## src/pmi_pkg.sv

```systemverilog
// Package of shared constants and types for the PHY/MAC data interface.
// Assumes a single 100 MHz system clock on both ends.
package pmi_pkg;
  localparam int unsigned CLK_MHZ       = 100;
  localparam int unsigned RMII_REF_MHZ  = 50;
  localparam int unsigned MII_MHZ_100   = 25;
  localparam int unsigned RGMII_KHZ_10  = 2500;
  localparam int unsigned RGMII_KHZ_100 = 25000;
  // Half periods in system cycles, rounded down
  localparam int unsigned HALF_REF      = CLK_MHZ / (2 * RMII_REF_MHZ);
  localparam int unsigned HALF_100      = (CLK_MHZ * 1000) / (2 * RGMII_KHZ_100);
  localparam int unsigned HALF_10       = (CLK_MHZ * 1000) / (2 * RGMII_KHZ_10);
  localparam int unsigned RMII_10M_DIV  = 10;
  localparam int unsigned THR_MIN       = 1;
  localparam int unsigned THR_MAX       = 4;
  localparam int unsigned THR_BITS_STEP = 4;
  localparam int unsigned EB_DEPTH      = 16;

  typedef enum logic [1:0] {
    PMI_MII   = 2'h0,
    PMI_RMII  = 2'h1,
    PMI_RGMII = 2'h2
  } pmi_mode_t;

  localparam logic [1:0] SPD_10   = 2'h0;
  localparam logic [1:0] SPD_100  = 2'h1;
  localparam int unsigned IB_DUP  = 3;
  localparam int unsigned IB_SPDH = 2;
  localparam int unsigned IB_SPDL = 1;
  localparam int unsigned IB_LNK  = 0;
endpackage

```

## src/pmi_if.sv

```systemverilog
// Interface carrying the MAC-side pins between device end and MAC end.
// Assumes the bench joins both ends and drives nothing on it.
interface pmi_if;
  logic       ref_clk;
  logic       gp3_clk;
  logic       gp3_oen;
  logic       tx_clk;
  logic       rx_clk;
  logic [3:0] txd;
  logic       tx_en;
  logic       tx_ctl;
  logic [3:0] rxd;
  logic       rx_dv;
  logic       crs_dv;
  logic       rx_er;
  logic       rx_ctl;
  logic       crs;
  logic       col;
  modport dev (input ref_clk, txd, tx_en, tx_ctl,
               output gp3_clk, gp3_oen, tx_clk, rx_clk, rxd, rx_dv, crs_dv, rx_er, rx_ctl,
               crs, col);
  modport mac (output ref_clk, txd, tx_en, tx_ctl,
               input gp3_clk, gp3_oen, tx_clk, rx_clk, rxd, rx_dv, crs_dv, rx_er, rx_ctl,
               crs, col);
endinterface

```

## src/pmi_dev.sv

```systemverilog
// Device end of the MAC interface: MII, RMII (slave/master) and RGMII.
// Assumes the line side feeds nibbles on a one-cycle line_rx_vld_i pulse.
module pmi_dev
  import pmi_pkg::*;
(
  input  wire logic              mclk_i,
  input  wire logic              rstn_i,
  input  wire pmi_pkg::pmi_mode_t mode_i,
  input  wire logic              rmii_master_strap_i,
  input  wire logic              speed100_i,
  input  wire logic              full_duplex_i,
  input  wire logic              link_up_i,
  input  wire logic [2:0]        elastic_start_threshold_i,
  input  wire logic [3:0]        line_rx_nib_i,
  input  wire logic              line_rx_vld_i,
  input  wire logic              line_rx_act_i,
  input  wire logic              line_rx_err_i,
  output logic [3:0]             line_tx_nib_o,
  output logic                   line_tx_vld_o,
  pmi_if.dev                     pin
);
  import pmi_pkg::*;

  // Four spare bits, so a nibble can land while a full buffer drains
  localparam int unsigned EB_W = EB_DEPTH + 4;

  typedef struct packed {
    pmi_mode_t  mode;
    logic       master;
    logic [1:0] ref_s;
    logic [1:0] txen_s;
    logic [3:0] txd_s0;
    logic [3:0] txd_s1;
    logic       ref_q;
    logic [3:0] div;
    logic       gclk;
    logic [7:0] hcnt;
    logic       lclk;
    logic       stretch;
    logic [EB_W-1:0] eb;
    logic [4:0] eb_cnt;
    logic       eb_run;
    logic       txhi;
    logic [3:0] tx_nib;
    logic       tx_vld;
    logic [3:0] rxd;
    logic       rx_dv;
    logic       crs_dv;
    logic       rx_er;
    logic       rx_ctl;
    logic       crs;
    logic       col;
    logic       gp3_oen;
    logic       tx_act;
    logic       started;
  } pmi_dev_st_t;

  pmi_dev_st_t s, next_s;

  function automatic logic [4:0] thr_bits(input logic [2:0] t);
    logic [2:0] c;
    c = (t < 3'(THR_MIN)) ? 3'(THR_MIN) : (t > 3'(THR_MAX)) ? 3'(THR_MAX) : t;
    return 5'(c) * 5'(THR_BITS_STEP);
  endfunction

  logic ref_rise, lclk_rise, lclk_fall;
  logic [7:0] half;

  always_comb begin
    next_s = s;
    next_s.tx_vld = 1'b0;
    // Straps taken once after reset release
    if (!s.started) begin
      next_s.started = 1'b1;
      next_s.mode    = mode_i;
      next_s.master  = rmii_master_strap_i;
    end
    next_s.ref_s  = {s.ref_s[0], pin.ref_clk};
    next_s.txen_s = {s.txen_s[0], (s.mode == PMI_RGMII) ? pin.tx_ctl : pin.tx_en};
    next_s.txd_s0 = pin.txd;
    next_s.txd_s1 = s.txd_s0;
    ref_rise = 1'b0;
    // Master mode: reference made locally, RMII slave samples pin edges
    if (s.mode == PMI_RMII && s.master) begin
      next_s.gclk    = ~s.gclk;
      next_s.gp3_oen = 1'b0;
      ref_rise       = ~s.gclk;
    end else begin
      next_s.gclk    = 1'b0;
      next_s.gp3_oen = 1'b1;
      ref_rise       = s.ref_s[0] & ~s.ref_q;
    end
    next_s.ref_q = s.ref_s[1];
    ref_rise = (s.mode == PMI_RMII && s.master) ? ~s.gclk : (s.ref_s[1] & ~s.ref_q);
    // Local MII/RGMII clock; rate fixed per speed
    half = speed100_i ? 8'(HALF_100) : 8'(HALF_10);
    lclk_rise = 1'b0;
    lclk_fall = 1'b0;
    if (s.mode != PMI_RMII) begin
      if (s.hcnt >= half - 8'h1) begin
        // Speed change applies mid-phase: a phase already past the new length ends at once
        next_s.hcnt = 8'h0;
        next_s.lclk = ~s.lclk;
        lclk_rise   = ~s.lclk;
        lclk_fall   = s.lclk;
      end else begin
        next_s.hcnt = s.hcnt + 8'h1;
      end
    end else begin
      next_s.lclk = 1'b0;
      next_s.hcnt = 8'h0;
    end
    next_s.stretch = 1'b0;
    // Elastic buffer fill from line side
    if (line_rx_vld_i && s.eb_cnt <= 5'(EB_W - 4)) begin
      // Reduced mode drains oldest first from the top, so low pair goes above
      next_s.eb     = {s.eb[EB_W-5:0], (s.mode == PMI_RMII) ?
                       {line_rx_nib_i[1:0], line_rx_nib_i[3:2]} : line_rx_nib_i};
      next_s.eb_cnt = s.eb_cnt + 5'h4;
    end
    if (!line_rx_act_i && s.eb_cnt == 5'h0) next_s.eb_run = 1'b0;
    case (s.mode)
      PMI_RMII: begin
        if (ref_rise) begin
          next_s.div = (s.div == 4'(RMII_10M_DIV - 1) || speed100_i) ? 4'h0 : s.div + 4'h1;
          if (s.div == 4'h0) begin
            if (s.txen_s[1]) begin
              next_s.tx_nib = s.txhi ? {s.txd_s1[1:0], s.tx_nib[1:0]} : {2'h0, s.txd_s1[1:0]};
              next_s.tx_vld = s.txhi;
              next_s.txhi   = ~s.txhi;
            end else begin
              next_s.txhi = 1'b0;
            end
            if (!s.eb_run && s.eb_cnt >= thr_bits(elastic_start_threshold_i)) begin
              next_s.eb_run = 1'b1;
            end
            if ((s.eb_run || next_s.eb_run) && s.eb_cnt >= 5'h2) begin
              next_s.rxd    = {2'h0, s.eb[s.eb_cnt-5'h1 -: 2]};
              next_s.eb_cnt = next_s.eb_cnt - 5'h2;
              next_s.rx_dv  = 1'b1;
            end else begin
              next_s.rxd   = 4'h0;
              next_s.rx_dv = 1'b0;
            end
            next_s.crs_dv = line_rx_act_i | (s.eb_cnt >= 5'h2);
            next_s.rx_er  = line_rx_err_i;
          end
        end
      end
      PMI_RGMII: begin
        if (lclk_rise || lclk_fall) begin
          if (lclk_rise) begin
            next_s.tx_nib = s.txd_s1;
            next_s.tx_vld = s.txen_s[1];
          end
          if (s.eb_cnt >= 5'h4) begin
            next_s.rxd    = s.eb[s.eb_cnt-5'h1 -: 4];
            next_s.rx_ctl = 1'b1;
            if (lclk_fall) next_s.eb_cnt = next_s.eb_cnt - 5'h4;
          end else begin
            next_s.rx_ctl = 1'b0;
            next_s.rxd = {full_duplex_i, speed100_i ? SPD_100 : SPD_10, link_up_i};
          end
        end
      end
      default: begin
        if (lclk_rise) begin
          next_s.tx_nib = s.txd_s1;
          next_s.tx_vld = s.txen_s[1];
          next_s.tx_act = s.txen_s[1];
          if (s.eb_cnt >= 5'h4) begin
            next_s.rxd    = s.eb[s.eb_cnt-5'h1 -: 4];
            next_s.rx_dv  = 1'b1;
            next_s.eb_cnt = next_s.eb_cnt - 5'h4;
          end else begin
            next_s.rx_dv = 1'b0;
          end
          next_s.rx_er = line_rx_err_i;
          next_s.crs   = line_rx_act_i | s.txen_s[1];
          next_s.col   = line_rx_act_i & s.txen_s[1] & ~full_duplex_i;
        end
      end
    endcase
    // Unused option pins held inactive
    if (s.mode != PMI_MII) begin
      next_s.crs = 1'b0;
      next_s.col = 1'b0;
    end
    if (s.mode != PMI_RMII) next_s.crs_dv = 1'b0;
    if (s.mode != PMI_RGMII) next_s.rx_ctl = 1'b0;
  end

  always_ff @(posedge mclk_i or negedge rstn_i) begin
    if (!rstn_i) begin
      s         <= '0;
      s.gp3_oen <= 1'b1;
    end else begin
      s <= next_s;
    end
  end

  assign pin.gp3_clk  = s.gclk;
  assign pin.gp3_oen  = s.gp3_oen;
  assign pin.tx_clk   = s.lclk;
  assign pin.rx_clk   = s.lclk;
  assign pin.rxd      = s.rxd;
  assign pin.rx_dv    = s.rx_dv;
  assign pin.crs_dv   = s.crs_dv;
  assign pin.rx_er    = s.rx_er;
  assign pin.rx_ctl   = s.rx_ctl;
  assign pin.crs      = s.crs;
  assign pin.col      = s.col;
  assign line_tx_nib_o = s.tx_nib;
  assign line_tx_vld_o = s.tx_vld;
endmodule

```

## src/flat_wrapper.sv

```systemverilog
// flat-port wrapper written by rule: the top's interface ports become plain ports
module pmi_dev_flat import pmi_pkg::*;
  (mclk_i, rstn_i, mode_i, rmii_master_strap_i, speed100_i, full_duplex_i, link_up_i, elastic_start_threshold_i, line_rx_nib_i, line_rx_vld_i, line_rx_act_i, line_rx_err_i, line_tx_nib_o, line_tx_vld_o, pin_ref_clk, pin_txd, pin_tx_en, pin_tx_ctl, pin_gp3_clk, pin_gp3_oen, pin_tx_clk, pin_rx_clk, pin_rxd, pin_rx_dv, pin_crs_dv, pin_rx_er, pin_rx_ctl, pin_crs, pin_col);
  pmi_if pin_i ();
  input  wire logic mclk_i;
  input  wire logic rstn_i;
  input  wire pmi_pkg::pmi_mode_t mode_i;
  input  wire logic rmii_master_strap_i;
  input  wire logic speed100_i;
  input  wire logic full_duplex_i;
  input  wire logic link_up_i;
  input  wire logic [2:0] elastic_start_threshold_i;
  input  wire logic [3:0] line_rx_nib_i;
  input  wire logic line_rx_vld_i;
  input  wire logic line_rx_act_i;
  input  wire logic line_rx_err_i;
  output logic [3:0] line_tx_nib_o;
  output logic line_tx_vld_o;
  input wire logic [$bits(pin_i.ref_clk)-1:0] pin_ref_clk;
  input wire logic [$bits(pin_i.txd)-1:0] pin_txd;
  input wire logic [$bits(pin_i.tx_en)-1:0] pin_tx_en;
  input wire logic [$bits(pin_i.tx_ctl)-1:0] pin_tx_ctl;
  output wire logic [$bits(pin_i.gp3_clk)-1:0] pin_gp3_clk;
  output wire logic [$bits(pin_i.gp3_oen)-1:0] pin_gp3_oen;
  output wire logic [$bits(pin_i.tx_clk)-1:0] pin_tx_clk;
  output wire logic [$bits(pin_i.rx_clk)-1:0] pin_rx_clk;
  output wire logic [$bits(pin_i.rxd)-1:0] pin_rxd;
  output wire logic [$bits(pin_i.rx_dv)-1:0] pin_rx_dv;
  output wire logic [$bits(pin_i.crs_dv)-1:0] pin_crs_dv;
  output wire logic [$bits(pin_i.rx_er)-1:0] pin_rx_er;
  output wire logic [$bits(pin_i.rx_ctl)-1:0] pin_rx_ctl;
  output wire logic [$bits(pin_i.crs)-1:0] pin_crs;
  output wire logic [$bits(pin_i.col)-1:0] pin_col;
  assign pin_i.ref_clk = pin_ref_clk;
  assign pin_i.txd = pin_txd;
  assign pin_i.tx_en = pin_tx_en;
  assign pin_i.tx_ctl = pin_tx_ctl;
  assign pin_gp3_clk = pin_i.gp3_clk;
  assign pin_gp3_oen = pin_i.gp3_oen;
  assign pin_tx_clk = pin_i.tx_clk;
  assign pin_rx_clk = pin_i.rx_clk;
  assign pin_rxd = pin_i.rxd;
  assign pin_rx_dv = pin_i.rx_dv;
  assign pin_crs_dv = pin_i.crs_dv;
  assign pin_rx_er = pin_i.rx_er;
  assign pin_rx_ctl = pin_i.rx_ctl;
  assign pin_crs = pin_i.crs;
  assign pin_col = pin_i.col;
  pmi_dev u_core (.mclk_i(mclk_i), .rstn_i(rstn_i), .mode_i(mode_i), .rmii_master_strap_i(rmii_master_strap_i), .speed100_i(speed100_i), .full_duplex_i(full_duplex_i), .link_up_i(link_up_i), .elastic_start_threshold_i(elastic_start_threshold_i), .line_rx_nib_i(line_rx_nib_i), .line_rx_vld_i(line_rx_vld_i), .line_rx_act_i(line_rx_act_i), .line_rx_err_i(line_rx_err_i), .line_tx_nib_o(line_tx_nib_o), .line_tx_vld_o(line_tx_vld_o), .pin(pin_i));
endmodule
```

## config.mk

```make
export PLATFORM = sky130hd
export DESIGN_NAME = pmi_dev_flat
export DESIGN_NICKNAME = d
export VERILOG_FILES = /design/src/pmi_pkg.sv /design/src/pmi_if.sv /design/src/pmi_dev.sv /design/src/flat_wrapper.sv
export SDC_FILE = /design/constraint.sdc
export NUM_CORES = 1
export LEC_CHECK = 0
export ABC_CLOCK_PERIOD_IN_PS = 2800
export BUFFER_PORTS_ARGS = -buffer_cell sky130_fd_sc_hd__buf_2
export CAP_MARGIN = 40
export CORE_AREA = 5 5 106 108
export DETAILED_ROUTE_END_ITERATION = 10
export DIE_AREA = 0 0 111 113
export GPL_TIMING_DRIVEN = 1
export HOLD_SLACK_MARGIN = 0.15
export SKIP_LAST_GASP = 1
export SYNTH_ARGS = -nofsm -noshare
export SYNTH_HDL_FRONTEND = slang
export SYNTH_SLANG_ARGS = --single-unit
```

## constraint.sdc

```tcl
create_clock -name mclk_i -period 2.8 [get_ports mclk_i]
set_input_delay 0 -clock mclk_i [delete_from_list [all_inputs] [get_ports mclk_i]]
set_output_delay 0 -clock mclk_i [all_outputs]
set_load 0.02 [all_outputs]
```

# Yosys cells after proc, flatten, opt, wreduce, memory -nomap -nowiden
# Index checks and enable logic that the tools add are counted.
# Widths: inputs -> output; s select.
[op_classes]
addsub = 7
n_lt_le_gt_ge = 7
n_eq_ne = 13
shifts = 2
n_mux = 55
bitwise = 11
n_reduce_logical = 32
[ops]
columns = ["cell", "count"]
rows = [
  ["$mux 5", 10],
  ["$mux 19", 2],
  ["$mux 1", 23],
  ["$shiftx 23x6->4", 1],
  ["$shiftx 21x6->2", 1],
  ["$mux 4", 5],
  ["$mux 9", 2],
  ["$pmux 9 s2", 1],
  ["$reduce_bool 2->1", 8],
  ["$ne 2x1->1 const B", 6],
  ["$mux 10", 1],
  ["$pmux 5 s2", 1],
  ["$mux 3", 3],
  ["$add 8x1->8 const B", 1],
  ["$ge 8x8->1", 1],
  ["$mux 2", 4],
  ["$mux 8", 1],
  ["$ne 2x2->1 const B", 4],
  ["$sub 8x1->8 const B", 1],
  ["$reduce_and 7->1", 1],
  ["$not 1->1", 6],
  ["$reduce_and 2->1", 3],
  ["$reduce_and 3->1", 2],
  ["$reduce_and 6->1", 1],
  ["other kinds (26)", 38],
]
[totals]
reg_bits = 74
out_inout_bits = 19
elab_cells = 154

# Logic depth before layout (Yosys ltp)
# Gate-level depths: netlist (run 1).
[depth]
word_depth = 16
mapped_depth = 12
ltp_nobuf = 11

# Worst setup path before layout (run 1)
# No wires, ideal clock.
[synth_path]
path_type = "reg-to-reg"
startpoint = "register u_core.s[22] (netlist bit)"
endpoint = "register u_core.s[23] (netlist bit)"
setup_ns = 0.138
arrival_time_ns = 2.476
required_ns = 2.662
slack_ns = 0.186
path_stages_with_launch = 11
synth_period_minus_slack_ns = 2.614
path_cell_list = "dfrtp_1 > inv_1 > ha_1 > nor2b_2 > o21ai_4 > xnor2_1 > ha_1 > inv_1 > or4_1 > a32oi_1 > a21oi_1"
[synth_lines]
columns = ["element", "line", "source"]
rows = [
  ["from (decl)", "pmi_dev.sv:58", "pmi_dev_st_t s, next_s;"],
  ["from (signal assigned)", "pmi_dev.sv:198", "s <= next_s;"],
]

# Worst setup path after layout (run 1)
[layout_path]
startpoint = "register u_core.s[22] (netlist bit)"
endpoint = "register u_core.s, in the netlist u_core.pin.rxd[1]"
[layout_via]
elab_chain_len = 13
[layout_lines]
columns = ["element"]
rows = [
  ["branches (longest 13 deep; another with $sub 5x1->5)"],
]
# Several ways; the timed one is not identified. The select of a mux whose other input is x is not followed.
# A chain may end at the register's enable or synchronous reset.

==> impl_metrics.tcl, run 1 <==
set metrics [dict create \
    start_util_pct 39.2 \
    row_count 37 \
    setup_tns_ns 0 \
    synth_cells 377 \
    grt_pass1_wl_um 15100 \
    initialDrtViolationCount 130 \
    fmax_ghz 0.384 \
    worstSkewPairLatency_ns 0.35 \
    syn_area_mm2 0.00397 \
    vias_per_cell 5.18 \
    synth_edf_count 0 \
    drc 0 \
    finalSetupViolations 0 \
    place_congestion 0.849 \
    cp-end-kind "register" \
    worst_slack_ns 0.193 \
    drt-total-wl_um 8840 \
    post-dp-hpwl_um 6490 \
    clk_pin_slew_ns 0.09 \
    cp.required_ns 3.03 \
    ys_seq_elements 73 \
    die_area_mm2 0.0125 \
    status "completed" \
    wl_per_cell_um 15.1 \
    ys_seq_area_share_pct 46.0 \
    synth_ff_type "dfrtp_1" \
    cts_tree "yes" \
    rsz0062_at_grt "no" \
    fin_crit_sh_pct 93.1 \
    drive_above_1_share_pct 24.0 \
    dp_cells 547 \
    powerDensity_mw_per_mm2 1010 \
    die_x_um 111 \
    fp.dieH_um 113 \
    synth-warning-count 0 \
    areaGrowthSynthToFinish_pct 21.2 \
    power.leakage_nw 2.20 \
    placedInstanceArea_mm2 0.00435 \
    cts_buffer_depth 2 \
    syn_area_per_cell_um2 10.5 \
    slew_violations 0 \
    critPathMaxFanout 13 \
    layout_common_cells "dfrtp_1 (72), buf_2 (42), nor2_1 (26), mux2_2 (26), nand2_1 (25)" \
    finClkSkew_ns 0.0142 \
    drtAntennaViolNets 0 \
    antenna_cells 0 \
    path_cells "inv_1 > ha_2 > mux2_2 > mux4_2 > nor2_1 > nor3_1 > a311oi_1 > o22ai_1" \
    ys_types 57 \
    num_vias 3035 \
    pin_count 44 \
    grt_pass1_vias 3074 \
    period_needed_ns 2.61 \
    grt-ovfl-total 0 \
    cts-buffers-inserted 9 \
    max_cap_viol_count 0 \
    r2r-start "u_core.s[22]$_DFF_PN0_" \
    p_total_w 0.00486 \
    stdcell_count 586 \
    hp-class "input port to async pin" \
    mostFrequentLayoutCell "dfrtp_1" \
    htreeDepth 3 \
    gr-usage-all-layers_pct 14.8 \
    worst_slew_pin_slew_ns 0.621 \
    ff2ff_setup_slack_ns 0.19 \
    nets 491 \
    slew_headroom_pct 58.2 \
    root_buffer "clkbuf_8" \
    critPathSlowestCell "ha_2" \
    hold_viol_final 0 \
    portBuffers 43 \
    antenna_found_initial 0 \
    async_flop_share_pct 100 \
    post-cts-setup-buffers 0 \
    cp-start-kind "register" \
    slowest_delay_ns 0.50 \
    cts.sinks 73 \
    max-vdd-ir-drop_v 0.000435 \
    dr.pass1.iters 4 \
    place_ws_ns 0.0476 \
    cp.arrival_ns 2.84 \
    crit_type "register to register" \
    design_area_mm2 0.00481 \
    fp.coreArea_mm2 0.0101 \
    grt_max_degree 49 \
    crit_start "u_core.s[22]$_DFF_PN0_" \
]
[synth_stat cells (2+ instances only)]
library cell / number / area share (%)
a2111oi_0: 4 / 0.88
a211oi_1: 3 / 0.57
a21o_1: 3 / 0.57
a21oi_1: 19 / 2.4
a22o_1: 5 / 1.1
a22oi_1: 2 / 0.38
a311oi_1: 2 / 0.44
a32oi_1: 3 / 0.66
and3_1: 3 / 0.47
buf_2: 4 / 0.50
buf_4: 10 / 1.9
clkbuf_1: 9 / 0.85
conb_1: 2 / 0.19
dfrtp_1: 72 / 45
ha_1: 21 / 6.6
inv_1: 17 / 1.6
mux2_1: 3 / 0.85
mux2_2: 26 / 7.4
mux2i_1: 12 / 3.0
mux4_2: 2 / 1.1
nand2_1: 25 / 2.4
nand2b_1: 4 / 0.63
nand3_1: 10 / 1.3
nand4_1: 2 / 0.32
nor2_1: 26 / 2.5
nor2b_1: 9 / 1.4
nor3_1: 11 / 1.4
nor4_1: 3 / 0.47
o21ai_0: 12 / 1.5
o21ai_1: 7 / 0.88
o22ai_1: 3 / 0.47
o31a_1: 2 / 0.44
o31ai_1: 4 / 0.76
or4_1: 3 / 0.57
or4b_1: 2 / 0.50
xnor2_1: 8 / 1.8
xor2_1: 4 / 0.88
[layer usage]
metal	track usage (%)	part of all wire [%]	vias up
li1	-	-	1491
met1	19.5	46	1472
met2	24.0	48	59
met3	3.32	4.3	13
met4	5.09	1.7	0
met5	0	0	-
[path summary, 6_finish.rpt]
| path | cells after the start | end |
|---|---|---|
| setup / recovery | 8 | u_core.pin.rxd[1]$_DFFE_PN0P_ |
| hold / removal | 3 | u_core.s[49]$_DFF_PN0_ |
| setup reg to reg | 8 | u_core.pin.rxd[1]$_DFFE_PN0P_ |
| hold reg to reg | 0 | u_core.s[70]$_DFF_PN0_ |
| max in group asynchronous | 3 | u_core.pin.gp3_oen$_DFF_PN1_ |
| min in group mclk_i | 2 | u_core.next_s[72]$_DFF_PN0_ |
[cell families (layout without fill, tap and decap cells)]
logic type	count (synthesis)	in the layout	synth area share, %
and+or+nand+nor	104	104	13.2
AOI/OAI and AO/OA	80	80	13.6
DFF	73	73	46.0
muxes	43	43	12.4
buffers and inverters	41	113	4.95
adders and majority gates	21	21	6.62
xor gates and xnor gates	13	13	3.06
other	2	3	0.189
[power by group]
group	internal, W	switching, W
clock	0.000505	0.000417
combinational	0.00108	0.00125
sequential	0.00134	0.000265
total	0.00292	0.00193
[what timing repair did]
| action | in CTS | in global routing |
|---|---|---|
| endpoints found under the setup margin | 0 | 2 |
| endpoints found under the hold margin | 94 | 0 |
| hold buffers | 23 | 0 |
| gates resized for setup | 0 | 2 |
[state kept, by name (all words and copies together) (netlist names)]
signal and count:
u_core.line_tx_vld_o 1, u_core.next_s 7, u_core.pin.rx_er 1, u_core.pin.gp3_clk 1, u_core.pin.rx_clk 1, u_core.s 48, u_core.pin.crs_dv 1, u_core.pin.rx_ctl 1
u_core.pin.gp3_oen 1, u_core.pin.rxd 4, u_core.pin.crs 1, u_core.pin.rx_dv 1, u_core.line_tx_nib_o 4, u_core.pin.col 1
[per-stage QoR]
step | utilization, % | hold WS, ns
floorplan | - | -0.296
global placement | 42.7 | 0.109
detailed placement | 42.9 | -0.0523
CTS | 47.4 | 0.163
global route | 47.5 | 0.193
finish | 47.5 | 0.170
[worst max-delay path, delay by kind of cell, from the launching register on]
kind            cells  cell delay (ns)
simple gates        2             0.21
flops               1             0.42
mux                 2             0.83
buf+inv             1             0.15
fa+ha+maj           1             0.50
compound gates      2             0.37
[layout make-up]
class / count / area [um2]
timing repair buffer: 79 / 576
clock buffer: 10 / 128
inverter: 18 / 67.6
clock inverter: 6 / 90.1
multi-input combinational: 264 / 1950
fill: 921 / 5330
tap: 136 / 170
sequential: 73 / 1830
Power figures use the tool's default switching activity.
==> run 2: changes to the inputs <==
Settings changed: BUFFER_PORTS_ARGS -buffer_cell sky130_fd_sc_hd__buf_2 to not set, CORE_AREA 5 5 106 108 to 5 5 122 124, DIE_AREA 0 0 111 113 to 0 0 127 129, DONT_BUFFER_PORTS set to 1.
==> impl_metrics.tcl, run 2 (same netlist as run 1, synthesis figures left out) <==
set metrics [dict create \
    status "completed" \
    wl_per_cell_um 15.3 \
    ff2ff_setup_slack_ns 0.18 \
    hp-class "input port to register" \
    grt_busiest_layer "met2" \
    p_sw_w 0.00196 \
    hold_viol_final 0 \
    cts_tree "yes" \
    post-dp-hpwl_um 6640 \
    fmax_ghz 0.381 \
    slew_headroom_pct 54.5 \
    cp-end-kind "register" \
    portBuffers 0 \
    slowest_delay_ns 0.52 \
    place_congestion 0.794 \
    vias_per_cell 4.83 \
    die_area_mm2 0.0164 \
    grt-ovfl-total 0 \
    antenna_found_initial 1 \
    r2r_end "u_core.pin.rxd[1]$_DFFE_PN0P_" \
    cts-buffers-inserted 9 \
    min_to "u_core.s[25]$_DFFE_PN0N_" \
    slew_violations 0 \
    drt-total-wl_um 9050 \
    drive_above_1_share_pct 16.5 \
    power.leakage_nw 2.06 \
    period_needed_ns 2.62 \
    fillCellCount 1370 \
    mostFrequentLayoutCell "dfrtp_1" \
    max_cap_viol_count 0 \
    cp-start-kind "register" \
    drc 0 \
    use_met2_pct 19.0 \
    gr-usage-all-layers_pct 11.6 \
    largest_reg_flops 48 \
    initialDrtViolationCount 138 \
    whs_path_depth 4 \
    rsz0062_at_grt "no" \
    die_x_um 127 \
    power.share.clock_pct 22.1 \
    cp.arrival_ns 2.82 \
    antenna_cells 0 \
    critPathSlowestCell "ha_2" \
    cts_buffer_depth 2 \
    htreeDepth 3 \
    root_buffer "clkbuf_16" \
    fp.coreArea_mm2 0.0137 \
    finClkSkew_ns 0.00600 \
    top_register "u_core.s" \
    r2r_cells 8 \
    pin_count 44 \
    p_int_w 0.00308 \
    layout_common_cells "dfrtp_1 (72), nor2_1 (26), mux2_2 (26)" \
    path_delay_family "multiplexers" \
    met1_usage_pct 14.6 \
    hp-start "line_rx_vld_i" \
    worst_slew_pin_slew_ns 0.683 \
    areaGrowthSynthToFinish_pct 19.8 \
    finalSetupViolations 0 \
    dp_cells 550 \
    clk_pin_slew_ns 0.06 \
    cp.required_ns 3.00 \
    max-vdd-ir-drop_v 0.000385 \
    grt_pass1_vias 2957 \
    grt_max_degree 74 \
    critPathMaxFanout 16 \
    row_count 43 \
    drtAntennaViolNets 0 \
    cts.sinks 73 \
    grt_pass1_wl_um 15100 \
    stdcell_count 592 \
    nets 453 \
    p_sw_share_pct 38.9 \
    worstSkewPairLatency_ns 0.33 \
    dr.pass1.iters 4 \
    met3_usage_pct 3.45 \
    powerDensity_mw_per_mm2 1060 \
    crit_type "register to register" \
    num_vias 2859 \
    seqPwrFrac_pct 34.1 \
    setup_tns_ns 0 \
    fin_crit_sh_pct 93.7 \
    r2r-start "u_core.s[22]$_DFF_PN0_" \
    crit_buf_inv 1 \
    pwr-share-comb_pct 43.8 \
    path_cells "inv_1 > ha_2 > mux2_2 > mux4_2 > nor2_1 > nor3_1 > a311oi_1 > o22ai_1" \
    start_util_pct 29.1 \
    fp.dieH_um 129 \
]
## run 2: cell types whose count changed in the layout (fill, tap and decap cells not counted), moves of 2 or more
cell           change
buf_2             -42
buf_4              +2
clkbuf_16          +9
clkbuf_8           -9
clkinv_2           +2
dlygate4sd3_1      +3
## run 2: final cells by class
type	instances	area [um2]	area share, %
Clock buffer	10	229	4.81
Clock inverter	6	60.1	1.26
Inverter	18	67.6	1.42
Multi-Input combinational cell	264	1960	41.1
Sequential cell	73	1830	38.4
Tap cell	180	225	4.74
Timing Repair Buffer	41	390	8.21
## run 2: metrics by stage
stage	cell area, um2	hold slack (ns)	setup slack (ns)	total power, W	utilization, %
final	4760	0.161	0.178	0.00505	34.8
after global routing	4760	0.190	0.00757	0.00543	34.8
after CTS	4750	0.150	0.112	0.00508	34.8
after detailed placement	4180	-0.292	0.117	0.00386	30.6
after global placement	4180	-0.291	0.216	0.00379	30.6
after floorplan	3980	-0.296	0.186	0.00335	-
## run 2: worst max-delay path by stage
stage,startpoint,endpoint,slack (ns),cells after the start
2_1_floorplan,u_core.s[22]$_DFF_PN0_,u_core.s[23]$_DFF_PN0_,0.19,10
4_1_cts,u_core.s[22]$_DFF_PN0_,u_core.pin.rxd[1]$_DFFE_PN0P_,0.11,8
3_3_place_gp,u_core.s[22]$_DFF_PN0_,u_core.pin.rxd[0]$_DFFE_PN0P_,0.22,8
6_report,u_core.s[22]$_DFF_PN0_,u_core.pin.rxd[1]$_DFFE_PN0P_,0.18,8
5_1_grt,u_core.s[22]$_DFF_PN0_,u_core.s[23]$_DFF_PN0_,0.008,11
3_5_place_dp,u_core.s[22]$_DFF_PN0_,u_core.pin.rxd[1]$_DFFE_PN0P_,0.12,8
## run 2: power groups by stage
stage / registers, W / logic [W] / clock network, W
6_report: 0.00172 / 0.00221 / 0.00111
5_1_grt: 0.00177 / 0.00248 / 0.00118
4_1_cts: 0.00173 / 0.00221 / 0.00115
3_5_place_dp: 0.00174 / 0.00211 / 0
3_3_place_gp: 0.00173 / 0.00205 / 0
2_1_floorplan: 0.00155 / 0.00180 / 0
## run 2: worst reg2reg max path, delay by kind of cell (launching register included)
kind	cells	cell delay, ns
DFF	1	0.42
muxes	2	0.84
buffers and inverters	1	0.08
adders and majority gates	1	0.52
AOI/OAI and AO/OA	2	0.43
and+or+nand+nor	2	0.22
## run 2: metal layers
layer | wire, um | up-vias
met4 | 115 | 2
met1 | 3990 | 1374
met2 | 4410 | 61
met5 | 13 | -
met3 | 520 | 10
li1 | - | 1412
## run 2: repair_timing
item / in CTS / in global routing
buffers inserted: 0 / 0
hold buffers: 26 / 0
setup endpoints to repair: 0 / 4
hold endpoints to repair: 99 / 0
gates resized for setup: 0 / 2
==> run 3: changes to the inputs <==
Settings changed: CELL_PAD_IN_SITES_DETAIL_PLACEMENT set to 0, CELL_PAD_IN_SITES_GLOBAL_PLACEMENT set to 1, PLACE_DENSITY_LB_ADDON set to 0.1.
==> impl_metrics.tcl, run 3 (same netlist as run 1, synthesis figures left out) <==
set metrics [dict create \
    status "completed" \
    largest_reg_flops 48 \
    drive_above_1_share_pct 15.5 \
    rsz0062_at_grt "no" \
    htreeDepth 3 \
    dr.pass1.iters 4 \
    pin_count 44 \
    drc 0 \
    hp-start "line_rx_vld_i" \
    post-dp-hpwl_um 7290 \
    max_cap_viol_count 0 \
    finalSetupViolations 0 \
    cp.arrival_ns 2.80 \
    setup_tns_ns 0 \
    cts_tree "yes" \
    cp-end-kind "register" \
    grt_pass1_wl_um 16900 \
    drt-total-wl_um 9980 \
    hold_viol_final 0 \
    fmax_ghz 0.386 \
    p_sw_share_pct 39.1 \
    mostFrequentLayoutCell "dfrtp_1" \
    fin_crit_sh_pct 92.6 \
    die_area_mm2 0.0164 \
    cts.sinks 73 \
    dp_cells 549 \
    powerDensity_mw_per_mm2 1070 \
    post-cts-setup-buffers 0 \
    clk_pin_slew_ns 0.06 \
    grt_pass1_vias 3073 \
    crit_start "u_core.s[22]$_DFF_PN0_" \
    hp-class "input port to register" \
    p_int_w 0.00311 \
    vias_per_cell 4.88 \
    row_count 43 \
    portBuffers 0 \
    wl_per_cell_um 16.8 \
    r2r-start "u_core.s[22]$_DFF_PN0_" \
    p_sw_w 0.00200 \
    die_x_um 127 \
    cp-start-kind "register" \
    start_util_pct 29.1 \
    cts-buffers-inserted 9 \
    seqPwrFrac_pct 33.7 \
    grt_max_degree 74 \
    nets 454 \
    fp.coreArea_mm2 0.0137 \
    grt-ovfl-total 0 \
    areaGrowthSynthToFinish_pct 20.2 \
    cp.required_ns 3.01 \
    layout_common_cells "dfrtp_1 (72), dlygate4sd3_1 (27), nor2_1 (26), mux2_2 (26), nand2_1 (25)" \
    slew_violations 0 \
    gr-usage-all-layers_pct 13.3 \
    initialDrtViolationCount 213 \
    critPathMaxFanout 13 \
    stdcell_count 593 \
    num_vias 2896 \
    antenna_found_initial 1 \
    root_buffer "clkbuf_16" \
    cts_buffer_depth 2 \
    worst_slew_pin_slew_ns 0.731 \
    power.leakage_nw 2.08 \
    slew_headroom_pct 51.3 \
    worstSkewPairLatency_ns 0.34 \
    period_needed_ns 2.59 \
    place_congestion 0.760 \
    finClkSkew_ns 0.00638 \
    crit_type "register to register" \
    max-vdd-ir-drop_v 0.000333 \
    drtAntennaViolNets 0 \
    p_total_w 0.00511 \
    pwr-share-comb_pct 43.7 \
    antenna_cells 0 \
    fp.dieH_um 129 \
    power.share.clock_pct 22.6 \
    top_register "u_core.s" \
]
[run 3: per-layer routing]
metal | vias up | part of all wire, % | GRT usage [%]
li1 | 1415 | - | -
met1 | 1425 | 49 | 18.0
met5 | - | 0.070 | 0
met4 | 2 | 1.1 | 3.41
met2 | 43 | 45 | 20.2
met3 | 11 | 5.3 | 4.82
[run 3: worst paths after layout]
| kind | endpoint | slack (ns) | cells after the start |
|---|---|---|---|
| setup / recovery | u_core.pin.rxd[1]$_DFFE_PN0P_ | 0.21 | 8 |
| hold / removal | u_core.s[24]$_DFF_PN0_ | 0.19 | 4 |
| setup reg to reg | u_core.pin.rxd[1]$_DFFE_PN0P_ | 0.21 | 8 |
| hold reg to reg | u_core.next_s[60]$_DFF_PN0_ | 0.34 | 0 |
| max in group asynchronous | u_core.pin.gp3_oen$_DFF_PN1_ | 2.22 | 2 |
| min in group asynchronous | u_core.s[38]$_DFFE_PN0N_ | 0.24 | 2 |
[run 3: power groups by stage]
stage | combinational [W] | clock [W] | sequential [W]
after floorplan | 0.00180 | 0 | 0.00155
after global placement | 0.00213 | 0 | 0.00175
after detailed placement | 0.00213 | 0 | 0.00175
after CTS | 0.00225 | 0.00120 | 0.00173
after global routing | 0.00253 | 0.00124 | 0.00177
final | 0.00223 | 0.00115 | 0.00172
[run 3: critical path, stage by stage (launching register included)]
cell and delay [ns]:
dfrtp_1 0.34, inv_1 0.12, ha_1 0.57, mux2_2 0.40, mux4_2 0.45, nor2_1 0.14, nor3_1 0.08, a311oi_1 0.25
o22ai_1 0.12
[run 3: area by class of cell]
cell class	instances	area [um2]
repair buffers	42	403
multi-input cells	264	1950
fillers	1415	8890
clock buffers	12	246
clock inverters	4	52.6
flip-flops and latches	73	1830
well taps	180	225
inverters	18	67.6
[run 3: repair_timing]
item,4_1_cts,5_1_grt
gates resized for setup,0,0
hold buffers,28,0
endpoints found under the hold margin,99,0
[run 3: per-stage QoR]
| stage | utilization (%) | worst slack (ns) | instance area, um2 | hold WS, ns |
|---|---|---|---|---|
| floorplan | - | 0.186 | 3980 | -0.296 |
| global placement | 30.6 | 0.212 | 4180 | -0.290 |
| detailed placement | 30.6 | 0.214 | 4180 | -0.289 |
| CTS | 34.9 | 0.212 | 4770 | 0.178 |
| global route | 34.9 | 0.000698 | 4770 | 0.197 |
| finish | 34.9 | 0.208 | 4770 | 0.187 |
